--- config.mk ---
export PLATFORM = sky130hd
export DESIGN_NAME = bus_space_decode_status
export DESIGN_NICKNAME = d
export VERILOG_FILES = /design/src/rtl/bus_space_pkg.sv /design/src/rtl/bus_space_decode_status.sv
export VERILOG_INCLUDE_DIRS = /design/src /design/src/rtl
export SDC_FILE = /design/constraint.sdc
export NUM_CORES = 1
export LEC_CHECK = 0
export BUFFER_PORTS_ARGS = -buffer_cell sky130_fd_sc_hd__buf_2
export CORE_MARGIN = 10
export CORE_UTILIZATION = 45
export CTS_CLUSTER_SIZE = 16
export DETAILED_ROUTE_END_ITERATION = 10
export PLACE_DENSITY = 0.77
export SLEW_MARGIN = 20
export SYNTH_ARGS = -nofsm -noshare
export SYNTH_HDL_FRONTEND = slang
export SYNTH_SLANG_ARGS = --single-unit
--- constraint.sdc ---
create_clock -name CLOCK -period 4.6 [get_ports CLOCK]
set_clock_uncertainty 0.05 [all_clocks]
set_input_delay 1.38 -clock CLOCK [delete_from_list [all_inputs] [get_ports CLOCK]]
set_output_delay 1.38 -clock CLOCK [all_outputs]
set_load 0.01 [all_outputs]
--- src/rtl/bus_space_defines.svh ---
// offsets, field positions, reset values and address bounds of the bus space unit
`ifndef BUS_SPACE_DEFINES_SVH
`define BUS_SPACE_DEFINES_SVH

// register byte offsets on the avalon slave
`define FAULT_ADDRESS_OFS      8'h00
`define BUS_STATUS_REG_OFS     8'h04
`define EXTRA_BUS_CONFIG_OFS   8'h08

// bus_status_reg fields
`define SLEEP_POLICY_MSB       18
`define SLEEP_POLICY_LSB       17
`define CORE_SLEEP_BIT         16
`define FAULT_INFO_MSB         14
`define FAULT_INFO_LSB         12
`define PARITY_LANE_MSB        11
`define PARITY_LANE_LSB        8
`define FAULT_CAUSE_MSB        6
`define FAULT_CAUSE_LSB        4
`define BUS_YIELD_BIT          1

// extra_bus_config fields
`define IROM_TWO_CYCLE_BIT     10
`define IRAM_TWO_CYCLE_BIT     9
`define ODD_POLARITY_BIT       7
`define ALL_IROM_BIT           3
`define IROM_VALID_BIT         2
`define IRAM_VALID_BIT         1

// reset values
`define SLEEP_POLICY_RST       2'h0
`define CORE_SLEEP_RST         1'h0
`define BUS_YIELD_RST          1'h0
`define ODD_POLARITY_RST       1'h0
`define FAULT_ADDRESS_RST      32'h0000_0000

// standby policy codes
`define POLICY_IMMEDIATE       2'h0
`define POLICY_AFTER_SUSPEND   2'h3

// address space bounds
`define ROM_BASE               32'h0000_0000
`define ROM_END                32'h0FFF_FFFF
`define SRAM_BASE              32'h1000_0000
`define SRAM_END               32'h1FFF_FFFF
`define DRAM_BASE              32'h2000_0000
`define DRAM_END               32'h2FFF_FFFF
`define EXT_BASE               32'h4000_0000
`define EXT_END                32'h7FFF_FFFF
`define IROM_BASE              32'hC000_0000
`define IROM_END               32'hCFFF_FFFF
`define IRAM_BASE              32'hD000_0000
`define IRAM_END               32'hDFFF_FFFF
`define REG_BASE               32'hE000_0000
`define SYSREG_BASE            32'hF800_0000
`define REG_END                32'hFFFF_FFFF

`endif

--- src/rtl/bus_space_pkg.sv ---
// types shared by the bus space decode and status unit
package bus_space_pkg;

  typedef enum logic [2:0] {
    CAUSE_NONE    = 3'b000,
    CAUSE_PRIV    = 3'b001,
    CAUSE_PARITY  = 3'b010,
    CAUSE_INVALID = 3'b100
  } fault_cause_t;

  typedef enum logic [2:0] {
    SPACE_ROM     = 3'b000,
    SPACE_SRAM    = 3'b001,
    SPACE_DRAM    = 3'b010,
    SPACE_EXT     = 3'b011,
    SPACE_REG     = 3'b100,
    SPACE_INVALID = 3'b101
  } space_t;

  typedef struct packed {
    logic        req;         // access in progress
    logic [31:0] addr;        // access address
    logic        fetch;       // instruction fetch, else data
    logic        write;       // data write
    logic        supervisor;  // core in supervisor mode
    logic [2:0]  status;      // core access status lines
  } core_access_t;

  typedef struct packed {
    logic [31:0]  addr;
    logic [2:0]   info;
    logic [3:0]   lanes;
    fault_cause_t cause;
  } fault_rec_t;

endpackage

--- src/rtl/bus_space_decode_status.sv ---
// address space decode, access exceptions, bus fault record and sleep/hold control
`timescale 1ns/1ps
`default_nettype none
`include "bus_space_defines.svh"

module bus_space_decode_status (
  input  wire logic                         CLOCK,             // 20 MHz system clock
  input  wire logic                         RST_N,             // synchronous reset, active low
  // avalon-mm register slave
  input  wire logic [7:0]                   AVS_ADDRESS,       // byte address
  input  wire logic                         AVS_READ,          // read request
  input  wire logic                         AVS_WRITE,         // write request
  input  wire logic [31:0]                  AVS_WRITEDATA,     // write data
  input  wire logic [3:0]                   AVS_BYTEENABLE,    // byte lanes
  output logic [31:0]                       AVS_READDATA,      // read data
  output logic                              AVS_WAITREQUEST,   // stall
  // core access side
  input  wire bus_space_pkg::core_access_t  CORE_ACC,          // current core access
  input  wire logic                         PARITY_ERR,        // parity error on current access
  input  wire logic [3:0]                   PARITY_LANES,      // lanes in error
  input  wire logic                         CORE_SUSPENDED,    // core suspend process done
  input  wire logic                         CORE_WAKE,         // wake event for the core
  input  wire logic                         BUS_YIELD_REQ,     // core bus rights request
  input  wire logic                         STANDBY_N,         // standby pin, active low
  // memory and device side
  output logic                              ROM_SEL_N,         // rom select, active low
  output logic                              SRAM_SEL_N,        // sram select, active low
  output logic                              DRAM_REQ,          // dram controller request
  output logic                              EXT_DEV_STROBE_N,  // general device strobe, active low
  output logic                              REG_SPACE_SEL,     // register space select
  output logic                              SYS_REG_SEL,       // standard io / system registers
  output logic                              INSTR_ACCESS_EXC,  // instruction access exception
  output logic                              DATA_ACCESS_EXC,   // data access exception
  output logic                              BUS_YIELD_ACK,     // bus rights handed over
  output logic                              CLOCK_STOP,        // stop system clock
  output logic                              CORE_CLOCK_STOP    // stop core clock
);

  ////////////////////////////////////////////////////////////////////////////////
  // address decode

  bus_space_pkg::space_t space;
  logic                  sys_sub;
  logic                  acc_ok;
  logic                  priv_fault;
  logic [31:0]           a;

  assign a = CORE_ACC.addr;

  always_comb begin
    space   = bus_space_pkg::SPACE_INVALID;
    sys_sub = 1'b0;
    if (a <= `ROM_END) begin
      space = bus_space_pkg::SPACE_ROM;
    end else if (a >= `SRAM_BASE && a <= `SRAM_END) begin
      space = bus_space_pkg::SPACE_SRAM;
    end else if (a >= `DRAM_BASE && a <= `DRAM_END) begin
      space = bus_space_pkg::SPACE_DRAM;
    end else if (a >= `EXT_BASE && a <= `EXT_END) begin
      space = bus_space_pkg::SPACE_EXT;
    end else if (a >= `IROM_BASE && a <= `IROM_END) begin
      space = bus_space_pkg::SPACE_INVALID;
    end else if (a >= `IRAM_BASE && a <= `IRAM_END) begin
      space = bus_space_pkg::SPACE_INVALID;
    end else if (a >= `REG_BASE) begin
      space   = bus_space_pkg::SPACE_REG;
      sys_sub = (a >= `SYSREG_BASE);
    end
  end

  // register space is open to supervisor accesses only
  assign priv_fault = CORE_ACC.req && space == bus_space_pkg::SPACE_REG && !CORE_ACC.supervisor;
  assign acc_ok     = CORE_ACC.req && !priv_fault;

  assign ROM_SEL_N        = !(acc_ok && space == bus_space_pkg::SPACE_ROM);
  assign SRAM_SEL_N       = !(acc_ok && space == bus_space_pkg::SPACE_SRAM);
  assign DRAM_REQ         = acc_ok && space == bus_space_pkg::SPACE_DRAM;
  assign EXT_DEV_STROBE_N = !(acc_ok && space == bus_space_pkg::SPACE_EXT);
  assign REG_SPACE_SEL    = acc_ok && space == bus_space_pkg::SPACE_REG;
  assign SYS_REG_SEL      = REG_SPACE_SEL && sys_sub;

  logic invalid_acc;
  assign invalid_acc      = CORE_ACC.req && space == bus_space_pkg::SPACE_INVALID;
  assign INSTR_ACCESS_EXC = invalid_acc && CORE_ACC.fetch;
  assign DATA_ACCESS_EXC  = invalid_acc && !CORE_ACC.fetch;

  ////////////////////////////////////////////////////////////////////////////////
  // bus fault record

  bus_space_pkg::fault_rec_t fault_r;
  bus_space_pkg::fault_rec_t fault_nxt;
  logic                      fault_evt;

  always_comb begin
    fault_evt = 1'b1;
    fault_nxt = fault_r;
    fault_nxt.addr = a;
    fault_nxt.info = CORE_ACC.status;
    fault_nxt.lanes = 4'h0;
    if (invalid_acc) begin
      fault_nxt.cause = bus_space_pkg::CAUSE_INVALID;
    end else if (priv_fault) begin
      fault_nxt.cause = bus_space_pkg::CAUSE_PRIV;
    end else if (CORE_ACC.req && PARITY_ERR) begin
      fault_nxt.cause = bus_space_pkg::CAUSE_PARITY;
      fault_nxt.lanes = PARITY_LANES;
    end else begin
      fault_evt = 1'b0;
      fault_nxt = fault_r;
    end
  end

  // whole record written in one edge so a read never mixes two faults
  always_ff @(posedge CLOCK) begin
    if (!RST_N) begin
      fault_r.addr  <= `FAULT_ADDRESS_RST;
      fault_r.info  <= 3'h0;
      fault_r.lanes <= 4'h0;
      fault_r.cause <= bus_space_pkg::CAUSE_NONE;
    end else if (fault_evt) begin
      fault_r <= fault_nxt;
    end
  end

  ////////////////////////////////////////////////////////////////////////////////
  // standby pin synchroniser

  logic standby_n_s1_r;
  logic standby_n_s2_r;
  logic standby_n_s3_r;
  logic standby_n_r;

  always_ff @(posedge CLOCK) begin
    if (!RST_N) begin
      standby_n_s1_r   <= 1'b1;
      standby_n_s2_r   <= 1'b1;
      standby_n_s3_r   <= 1'b1;
      standby_n_r <= 1'b1;
    end else begin
      standby_n_s1_r <= STANDBY_N;
      standby_n_s2_r <= standby_n_s1_r;
      standby_n_s3_r <= standby_n_s2_r;
      if (standby_n_s2_r == standby_n_s3_r) begin
        standby_n_r <= standby_n_s3_r;
      end
    end
  end

  ////////////////////////////////////////////////////////////////////////////////
  // control registers

  logic [1:0] policy_r;
  logic       core_sleep_r;
  logic       bus_yield_r;
  logic       odd_polarity_r;
  logic       ack_r;
  logic       wr_stat;
  logic       wr_extra;

  assign wr_stat  = AVS_WRITE && ack_r && AVS_ADDRESS == `BUS_STATUS_REG_OFS;
  assign wr_extra = AVS_WRITE && ack_r && AVS_ADDRESS == `EXTRA_BUS_CONFIG_OFS;

  always_ff @(posedge CLOCK) begin
    if (!RST_N) begin
      policy_r <= `SLEEP_POLICY_RST;
    end else if (wr_stat && AVS_BYTEENABLE[2]) begin
      policy_r <= AVS_WRITEDATA[`SLEEP_POLICY_MSB:`SLEEP_POLICY_LSB];
    end
  end

  // wake wins over a write of one in the same cycle
  always_ff @(posedge CLOCK) begin
    if (!RST_N) begin
      core_sleep_r <= `CORE_SLEEP_RST;
    end else if (CORE_WAKE) begin
      core_sleep_r <= 1'b0;
    end else if (wr_stat && AVS_BYTEENABLE[2] && AVS_WRITEDATA[`CORE_SLEEP_BIT]) begin
      core_sleep_r <= 1'b1;
    end
  end

  always_ff @(posedge CLOCK) begin
    if (!RST_N) begin
      bus_yield_r <= `BUS_YIELD_RST;
    end else if (wr_stat && AVS_BYTEENABLE[0]) begin
      bus_yield_r <= AVS_WRITEDATA[`BUS_YIELD_BIT];
    end
  end

  always_ff @(posedge CLOCK) begin
    if (!RST_N) begin
      odd_polarity_r <= `ODD_POLARITY_RST;
    end else if (wr_extra && AVS_BYTEENABLE[0]) begin
      odd_polarity_r <= AVS_WRITEDATA[`ODD_POLARITY_BIT];
    end
  end

  assign BUS_YIELD_ACK   = BUS_YIELD_REQ && bus_yield_r;
  assign CORE_CLOCK_STOP = core_sleep_r;

  // clock stop for standby, by policy
  always_comb begin
    CLOCK_STOP = 1'b0;
    if (!standby_n_r) begin
      case (policy_r)
        `POLICY_IMMEDIATE:     CLOCK_STOP = 1'b1;
        `POLICY_AFTER_SUSPEND: CLOCK_STOP = CORE_SUSPENDED;
        default:               CLOCK_STOP = 1'b0;
      endcase
    end
  end

  ////////////////////////////////////////////////////////////////////////////////
  // avalon slave: one wait cycle, then accept

  logic [31:0] stat_word;
  logic [31:0] extra_word;
  logic [31:0] rd_mux;
  logic [31:0] readdata_r;

  always_comb begin
    stat_word = 32'h0000_0000;
    stat_word[`SLEEP_POLICY_MSB:`SLEEP_POLICY_LSB] = policy_r;
    stat_word[`CORE_SLEEP_BIT] = core_sleep_r | CORE_SUSPENDED;
    stat_word[`FAULT_INFO_MSB:`FAULT_INFO_LSB] = fault_r.info;
    stat_word[`PARITY_LANE_MSB:`PARITY_LANE_LSB] = fault_r.lanes;
    stat_word[`FAULT_CAUSE_MSB:`FAULT_CAUSE_LSB] = fault_r.cause;
    stat_word[`BUS_YIELD_BIT] = bus_yield_r;
    extra_word = 32'h0000_0000;
    extra_word[`IROM_TWO_CYCLE_BIT] = 1'b0;
    extra_word[`IRAM_TWO_CYCLE_BIT] = 1'b0;
    extra_word[`ODD_POLARITY_BIT] = odd_polarity_r;
    extra_word[`ALL_IROM_BIT] = 1'b0;
    extra_word[`IROM_VALID_BIT] = 1'b0;
    extra_word[`IRAM_VALID_BIT] = 1'b0;
    case (AVS_ADDRESS)
      `FAULT_ADDRESS_OFS:    rd_mux = fault_r.addr;
      `BUS_STATUS_REG_OFS:   rd_mux = stat_word;
      `EXTRA_BUS_CONFIG_OFS: rd_mux = extra_word;
      default:               rd_mux = 32'h0000_0000;
    endcase
  end

  always_ff @(posedge CLOCK) begin
    if (!RST_N) begin
      ack_r <= 1'b0;
    end else begin
      ack_r <= (AVS_READ || AVS_WRITE) && !ack_r;
    end
  end

  always_ff @(posedge CLOCK) begin
    if (!RST_N) begin
      readdata_r <= 32'h0000_0000;
    end else if (AVS_READ && !ack_r) begin
      readdata_r <= rd_mux;
    end
  end

  assign AVS_WAITREQUEST = (AVS_READ || AVS_WRITE) && !ack_r;
  assign AVS_READDATA    = readdata_r;

endmodule

`default_nettype wire

# Yosys cells after proc, flatten, opt, wreduce, memory -nomap -nowiden
# Index checks and enable logic that the tools add are counted.
# totals
ram_bits	0
n_memories	0
latchBits	0
reg_bits	84
romBits	0
out_inout_bits	44
word_cells	106
in_bits	96
# op_classes
n_div	0
order_cmp	13
muxes	26
shift	0
n_bitwise	2
n_reduce_logical	42
n_addsub	0
n_eq_ne	9
mul	0
# ops
operator	count
$ge 32x32->1 const B	4
$pmux 32 s3	1
$mux 39	2
$le 32x32->1 const B	2
$mux 35	1
$ge 32x29->1 const B	1
$ge 32x30->1 const B	1
$ge 32x31->1 const B	1
$le 32x28->1 const B	1
$le 32x29->1 const B	1
$le 32x30->1 const B	1
$le 32x31->1 const B	1
$logic_and 1x1->1	28
$mux 3	6
$mux 1	14
$eq 8x3->1 const B	1
$eq 8x4->1 const B	1
$logic_not 8->1	1
$logic_not 1->1	7
$mux 7	1
$eq 3x2->1 const B	2
$eq 3x3->1 const B	2
$eq 3x1->1 const B	1
$logic_not 3->1	1
other kinds (10)	10

# Depth between registers and ports, before layout
# Gate-level depths: netlist (run 1).
# logic_depth
word_depth	15
mapped_depth	6

# Worst setup path before layout (run 1)
# OpenSTA, ideal clock, no wires.
# synth_timing
path_type	input-to-output
start	in CORE_ACC[38] (netlist name)
end	out DRAM_REQ
path_slack_ps	832
required_ps	3170
path_stages	3
t_arrival_ps	2338
n_path_buf	1
cell_sequence	clkbuf_1 > nor2b_1 > nor4bb_1
# synth_between
elab_chain_len	5
# synth_lines
element	line	text
start, declared	bus_space_decode_status.sv:18	input wire bus_space_pkg::core_access_t CORE_ACC,
$logic_and 1x1->1 (2 in series)	bus_space_decode_status.sv:72	assign priv_fault = CORE_ACC.req && space == bus_space_pkg::SPACE_REG && !CORE_ACC.supervisor;
$logic_not 1->1	bus_space_decode_status.sv:73	assign acc_ok = CORE_ACC.req && !priv_fault;
$logic_and 1x1->1 *	bus_space_decode_status.sv:73	
$logic_and 1x1->1 *	bus_space_decode_status.sv:77	assign DRAM_REQ = acc_ok && space == bus_space_pkg::SPACE_DRAM;
end, declared	bus_space_decode_status.sv:28	output logic DRAM_REQ,
# Mark *: on every way between the ends. The rest lies on a longest branch, timed or not.

# Worst setup path in the final report (run 1)
# Same ends and word-level chain as after synthesis.

==> impl_metrics.tcl, run 1 <==
set metrics [dict create \
    drive_above_1_share_pct 30.5 \
    yosysUniqueCellTypes 36 \
    initial_core_util_pct 45.9 \
    coreArea_um2 7650 \
    grt.overflow.total 0 \
    portBuffers 109 \
    power_density_nw_per_um2 346 \
    min_delay_path_depth 1 \
    grt_util_met3_pct 4.34 \
    fmax_ghz 0.264 \
    rsz0062_at_grt "no" \
    ys_async_sr_fraction_pct 0 \
    grt-busiest-layer "met2" \
    hpwlAfterDp_mm 6.60 \
    critPathLaunchType "input port" \
    syn-mean-instance-area_um2 9.22 \
    routabilityCongestion 0.790 \
    final_cell_mix "buf_2, nand2_1, dfxtp_1" \
    nNetsFinal 576 \
    ys.flop_type "dfxtp_1" \
    grt_pass1_wl_mm 15.0 \
    outcome "completed" \
    grt_antenna_before_repair 1 \
    leakagePower_nw 1.93 \
    yosysTopAreaCellShare_pct 47.9 \
    cts_buffer_depth 2 \
    path_clk_slew_ns 0.09 \
    first_pass_iters 4 \
    die_w_um 108 \
    numPlacedInstances 569 \
    final-seq-area_um2 1680 \
    p_total_w 0.00149 \
    ios 140 \
    fin_crit_ns 3.79 \
    reg2regPathDepth 4 \
    synth_nets 479 \
    hp-start "standby_n_s1_r" \
    cp.arrival_ns 2.36 \
    holdCritPathClass "reg2reg" \
    r2r-start "ack_r" \
    grt_pass1_vias 3017 \
    drc 0 \
    worst_slew_pin_slew_ns 0.962 \
    syn_area_um2 3510 \
    hold_viol 0 \
    wl_mm 9.34 \
    hold_end "standby_n_s2_r" \
    vias 3033 \
    dieArea_um2 11700 \
    max_cap_violations 0 \
    hold_buffers 0 \
    final_common_cell "buf_2" \
    yosys.area.top_type "dfxtp_1" \
    wire_per_inst_um 16.0 \
    grtUsageMet2_pct 25.8 \
    dpl_worst_slack_ns 0.828 \
    cts-root-buf "clkbuf_8" \
    final_max_slew_viol_count 0 \
    area_delta_synth_final_pct 22.3 \
    grt_use_met1_pct 19.1 \
    setup_viol 0 \
    cts_resized 0 \
    r2r-end "AVS_READDATA[20]" \
    synthTopCellsByArea "dfxtp_1, mux2i_1, nand2_1" \
    cts.sinks 84 \
    ant_nets 0 \
    nFillCells 720 \
    ir_drop_mv 0.144 \
    max_slew_margin_pct 35.5 \
    postCtsSetupRepairBufs 0 \
    synth-edff-count 0 \
    synth_seq_cells 84 \
    post-route-period-util_pct 82.4 \
    reg2reg_slack_ns 2.84 \
    tritoncts "done" \
    ys_seq_area_share_pct 47.9 \
    cts_htree_levels 3 \
    die_h_um 108 \
    worst_slack_ns 0.812 \
    fin_tns_setup_ns 0 \
    vias_per_cell 5.18 \
    rows 32 \
    cp_max_fo 12 \
    multi_input_area_um2 1670 \
    synthCells 381 \
    synthesis.yosys.warnings 0 \
    layout.cells.non_filler 585 \
    first_iter_violations 151 \
    cts_buffers 9 \
    path_class "in2out" \
    end_kind "output pin" \
    cp_data_required_time_ns 3.17 \
    grtUsageTotal_pct 15.8 \
    clk-insertion-delay-late_ns 0.35 \
    grt_max_degree 62 \
]
==> final cells by class <==
cell class | instances | share of cell area (%)
well taps | 102 | 2.97
clock inverters | 6 | 2.10
inverters | 4 | 0.350
flip-flops and latches | 84 | 39.1
clock buffers | 9 | 2.88
multi-input cells | 265 | 38.9
repair buffers | 114 | 13.6
diodes | 1 | 0.0583
==> Yosys cell counts (6+ instances only) <==
| cell | number |
|---|---|
| a21oi_1 | 22 |
| a22o_1 | 17 |
| clkbuf_1 | 15 |
| dfxtp_1 | 84 |
| mux2_2 | 14 |
| mux2i_1 | 39 |
| nand2_1 | 101 |
| nand3_1 | 6 |
| nand4_1 | 16 |
| nor2_1 | 7 |
| nor2b_1 | 6 |
==> through the flow <==
| step | hold WS (ns) | util, % | area (um^2) |
|---|---|---|---|
| after floorplan | 0.336 | - | 3510 |
| after global placement | 0.342 | 53.3 | 4080 |
| after detailed placement | 0.374 | 53.3 | 4080 |
| after CTS | 0.395 | 56.1 | 4290 |
| after global routing | 0.418 | 56.1 | 4290 |
| final | 0.390 | 56.2 | 4300 |
==> worst max path at each step <==
stage	startpoint	end	slack, ns	cells after the start
4_1_cts	CORE_ACC[38]	DRAM_REQ	0.81	4
5_1_grt	CORE_ACC[38]	DRAM_REQ	0.73	4
3_5_place_dp	CORE_ACC[38]	DRAM_REQ	0.83	4
2_1_floorplan	CORE_ACC[38]	DRAM_REQ	0.83	3
6_report	CORE_ACC[38]	DRAM_REQ	0.81	4
3_3_place_gp	CORE_ACC[38]	DRAM_REQ	0.87	4
==> critical path, cell delays in order <==
cell	delay (ns)
buf_2	0.19
nor2b_1	0.30
nor4bb_1	0.31
buf_2	0.18
==> sequential cells by signal (all words and copies together) (netlist names) <==
name,flops
policy_r,2
bus_yield_r,1
ack_r,1
standby_n_s1_r,1
odd_polarity_r,1
fault_r,42
AVS_READDATA,32
standby_n_s3_r,1
CORE_CLOCK_STOP,1
standby_n_r,1
standby_n_s2_r,1
==> kinds of logic after synthesis <==
group	after synthesis	synth area share [%]
mux	53	15.6
buf+inv	32	4.67
flops	84	47.9
compound gates	48	9.48
simple gates	162	21.7
fa+ha+maj	2	0.712
==> power by group <==
group / leakage [nW] / switching [W] / internal [W]
registers: 0.684 / 0.0000126 / 0.000752
logic: 1.15 / 0.0000827 / 0.0000638
clock network: 0.105 / 0.000272 / 0.000304
==> routing by layer <==
layer | vias up | routed length (um)
met4 | 0 | 168
met2 | 79 | 4590
met5 | - | 0
met1 | 1432 | 4050
li1 | 1510 | -
met3 | 12 | 524
No activity file was read; power rests on OpenSTA's default activity.
==> run 2: changes to the inputs <==
Settings changed: ABC_AREA from default to 1, PLACE_DENSITY 0.77 to 0.76.
Clock period 4.6 ns to 3.5 ns, I/O delays scaled along.
==> impl_metrics.tcl, run 2 <==
set metrics [dict create \
    outcome "completed" \
    fin_util_pct 55.6 \
    leakagePower_nw 2.17 \
    ant_nets 0 \
    syn_area_um2 3810 \
    synth.most_common_cell "nand2_1" \
    rows 33 \
    final_max_slew_viol_count 0 \
    synth-edff-count 0 \
    grt_pass1_wl_mm 16.9 \
    die_w_um 112 \
    grt_antenna_before_repair 1 \
    yosys.area.top_type "dfxtp_1" \
    hold_buffers 0 \
    drive_above_1_share_pct 22.8 \
    synthCells 528 \
    path_buf_inv 3 \
    syn-mean-instance-area_um2 7.21 \
    dieArea_um2 12500 \
    clk-insertion-delay-late_ns 0.34 \
    end_kind "output pin" \
    die_h_um 112 \
    hold_viol 0 \
    regMostFlops "fault_r" \
    cts.sinks 84 \
    holdCritPathClass "reg2reg" \
    hpwlAfterDp_mm 7.06 \
    rsz0062_at_grt "no" \
    critPathLaunchType "input port" \
    max_stage_delay_ns 0.28 \
    path_clk_slew_ns 0.08 \
    vias_per_cell 5.04 \
    synthesis.yosys.warnings 0 \
    post-route-period-util_pct 88.8 \
    cts_resized 0 \
    cp.arrival_ns 2.01 \
    multi_input_area_um2 1830 \
    cp_data_required_time_ns 2.40 \
    first_pass_iters 4 \
    slowest_stage "o21bai_1" \
    power_density_nw_per_um2 452 \
    yosysTopAreaCellShare_pct 44.2 \
    tritoncts "done" \
    fin_crit_ns 3.11 \
    largest_reg_flops 42 \
    yosysUniqueCellTypes 27 \
    grt_pass1_vias 3500 \
    initial_core_util_pct 46.4 \
    synth_seq_cells 84 \
    synth_nets 626 \
    cp_max_fo 5 \
    setup_viol 0 \
    drc 0 \
    final_common_cell "nand2_1" \
    postCtsSetupRepairBufs 0 \
    grt.overflow.total 0 \
    grtUsageTotal_pct 15.7 \
    cts-root-buf "clkbuf_8" \
    fin_tns_setup_ns 0 \
    grt_max_degree 81 \
    cts_buffer_depth 2 \
    worst_slew_pin_slew_ns 0.789 \
    ys_seq_area_share_pct 44.2 \
    coreArea_um2 8220 \
    wl_mm 10.3 \
    final-seq-area_um2 1680 \
    nNetsFinal 715 \
    final_cell_mix "nand2_1, buf_2, dfxtp_1" \
    path_class "in2out" \
    reg2reg_slack_ns 2.17 \
    ios 140 \
    nFillCells 827 \
    portBuffers 109 \
    area_delta_synth_final_pct 19.8 \
    synth_common_cells "nand2_1, dfxtp_1, a21oi_1" \
    cts_buffers 9 \
    fmax_ghz 0.322 \
    crit_path_cell_trace "buf_2, inv_2, nor2_1, o21bai_1, nand3_4, nor2_1, buf_2" \
    ir_drop_mv 0.248 \
    vias 3671 \
    max_slew_margin_pct 47.4 \
    first_iter_violations 248 \
    max_cap_violations 0 \
    cts_htree_levels 3 \
    synthTopCellsByArea "dfxtp_1, nand2_1, a21oi_1" \
    crit_family "buffers and inverters" \
    ys_async_sr_fraction_pct 0 \
    ys.flop_type "dfxtp_1" \
    wire_per_inst_um 14.2 \
    routabilityCongestion 0.818 \
]
-- run 2: cell types whose count changed in the layout (fill, tap and decap cells not counted), moves of 17 or more --
cell / change
a21oi_1: +54
nor2_1: +53
mux2i_1: -39
nand3b_1: +32
nand2_1: +30
nand3_1: +23
inv_1: +21
o21ai_0: +21
a22o_1: -17
-- run 2: power breakdown --
part / internal (W) / leakage [nW] / switching (W)
sequential: 0.00101 / 0.690 / 0.0000268
clock: 0.000404 / 0.105 / 0.000333
combinational: 0.000115 / 1.37 / 0.000169
-- run 2: routing by layer --
metal	vias to the layer above	share of wire (%)	wire length (um)	global-route usage, %
met3	6	5.8	596	3.65
li1	1900	-	-	-
met4	0	0.97	100	5.41
met5	-	0	0	0
met1	1672	45	4680	19.6
met2	93	48	4970	25.9
-- run 2: logic make-up after synthesis --
kind of cell,after synthesis,synth area share [%]
AO/OA/AOI/OAI,100,13.3
adder cells (fa/ha/maj),2,0.657
buffers and inverters,65,8.51
flip-flops,84,44.2
AND/OR/NAND/NOR,277,33.4
-- run 2: path summary, 6_finish.rpt --
kind                                      from                to  cells past startpoint
worst max-delay path              CORE_ACC[35]   DATA_ACCESS_EXC                      7
worst min-delay path            standby_n_s1_r    standby_n_s2_r                      1
worst max register to register           ack_r  AVS_READDATA[24]                      4
worst min register to register  standby_n_s1_r    standby_n_s2_r                      1
-- run 2: final cells by class --
cell class | instances | area share [%]
multi-input combinational | 379 | 40.0
sequential | 84 | 36.8
timing repair buffer | 116 | 13.4
clock buffer | 12 | 2.96
tap | 105 | 2.88
inverter | 27 | 2.22
clock inverter | 4 | 1.62
antenna | 2 | 0.110
-- run 2: worst register-to-register path, stage by stage, from the launching register on --
cell	delay (ns)
dfxtp_1	0.36
nor2_4	0.12
buf_4	0.41
o21ai_0	0.17
a21oi_1	0.15
-- run 2: per-stage QoR --
stage / std cells / hold WS, ns / power (W) / worst slack [ns] / cell area (um^2)
after global placement: 711 / 0.355 / 0.00134 / 0.477 / 4350
final: 729 / 0.377 / 0.00206 / 0.392 / 4560
after floorplan: 528 / 0.343 / 0.00126 / 0.434 / 3810
after global routing: 727 / 0.400 / 0.00217 / 0.325 / 4560
after detailed placement: 711 / 0.359 / 0.00135 / 0.395 / 4350
after CTS: 727 / 0.379 / 0.00208 / 0.391 / 4560
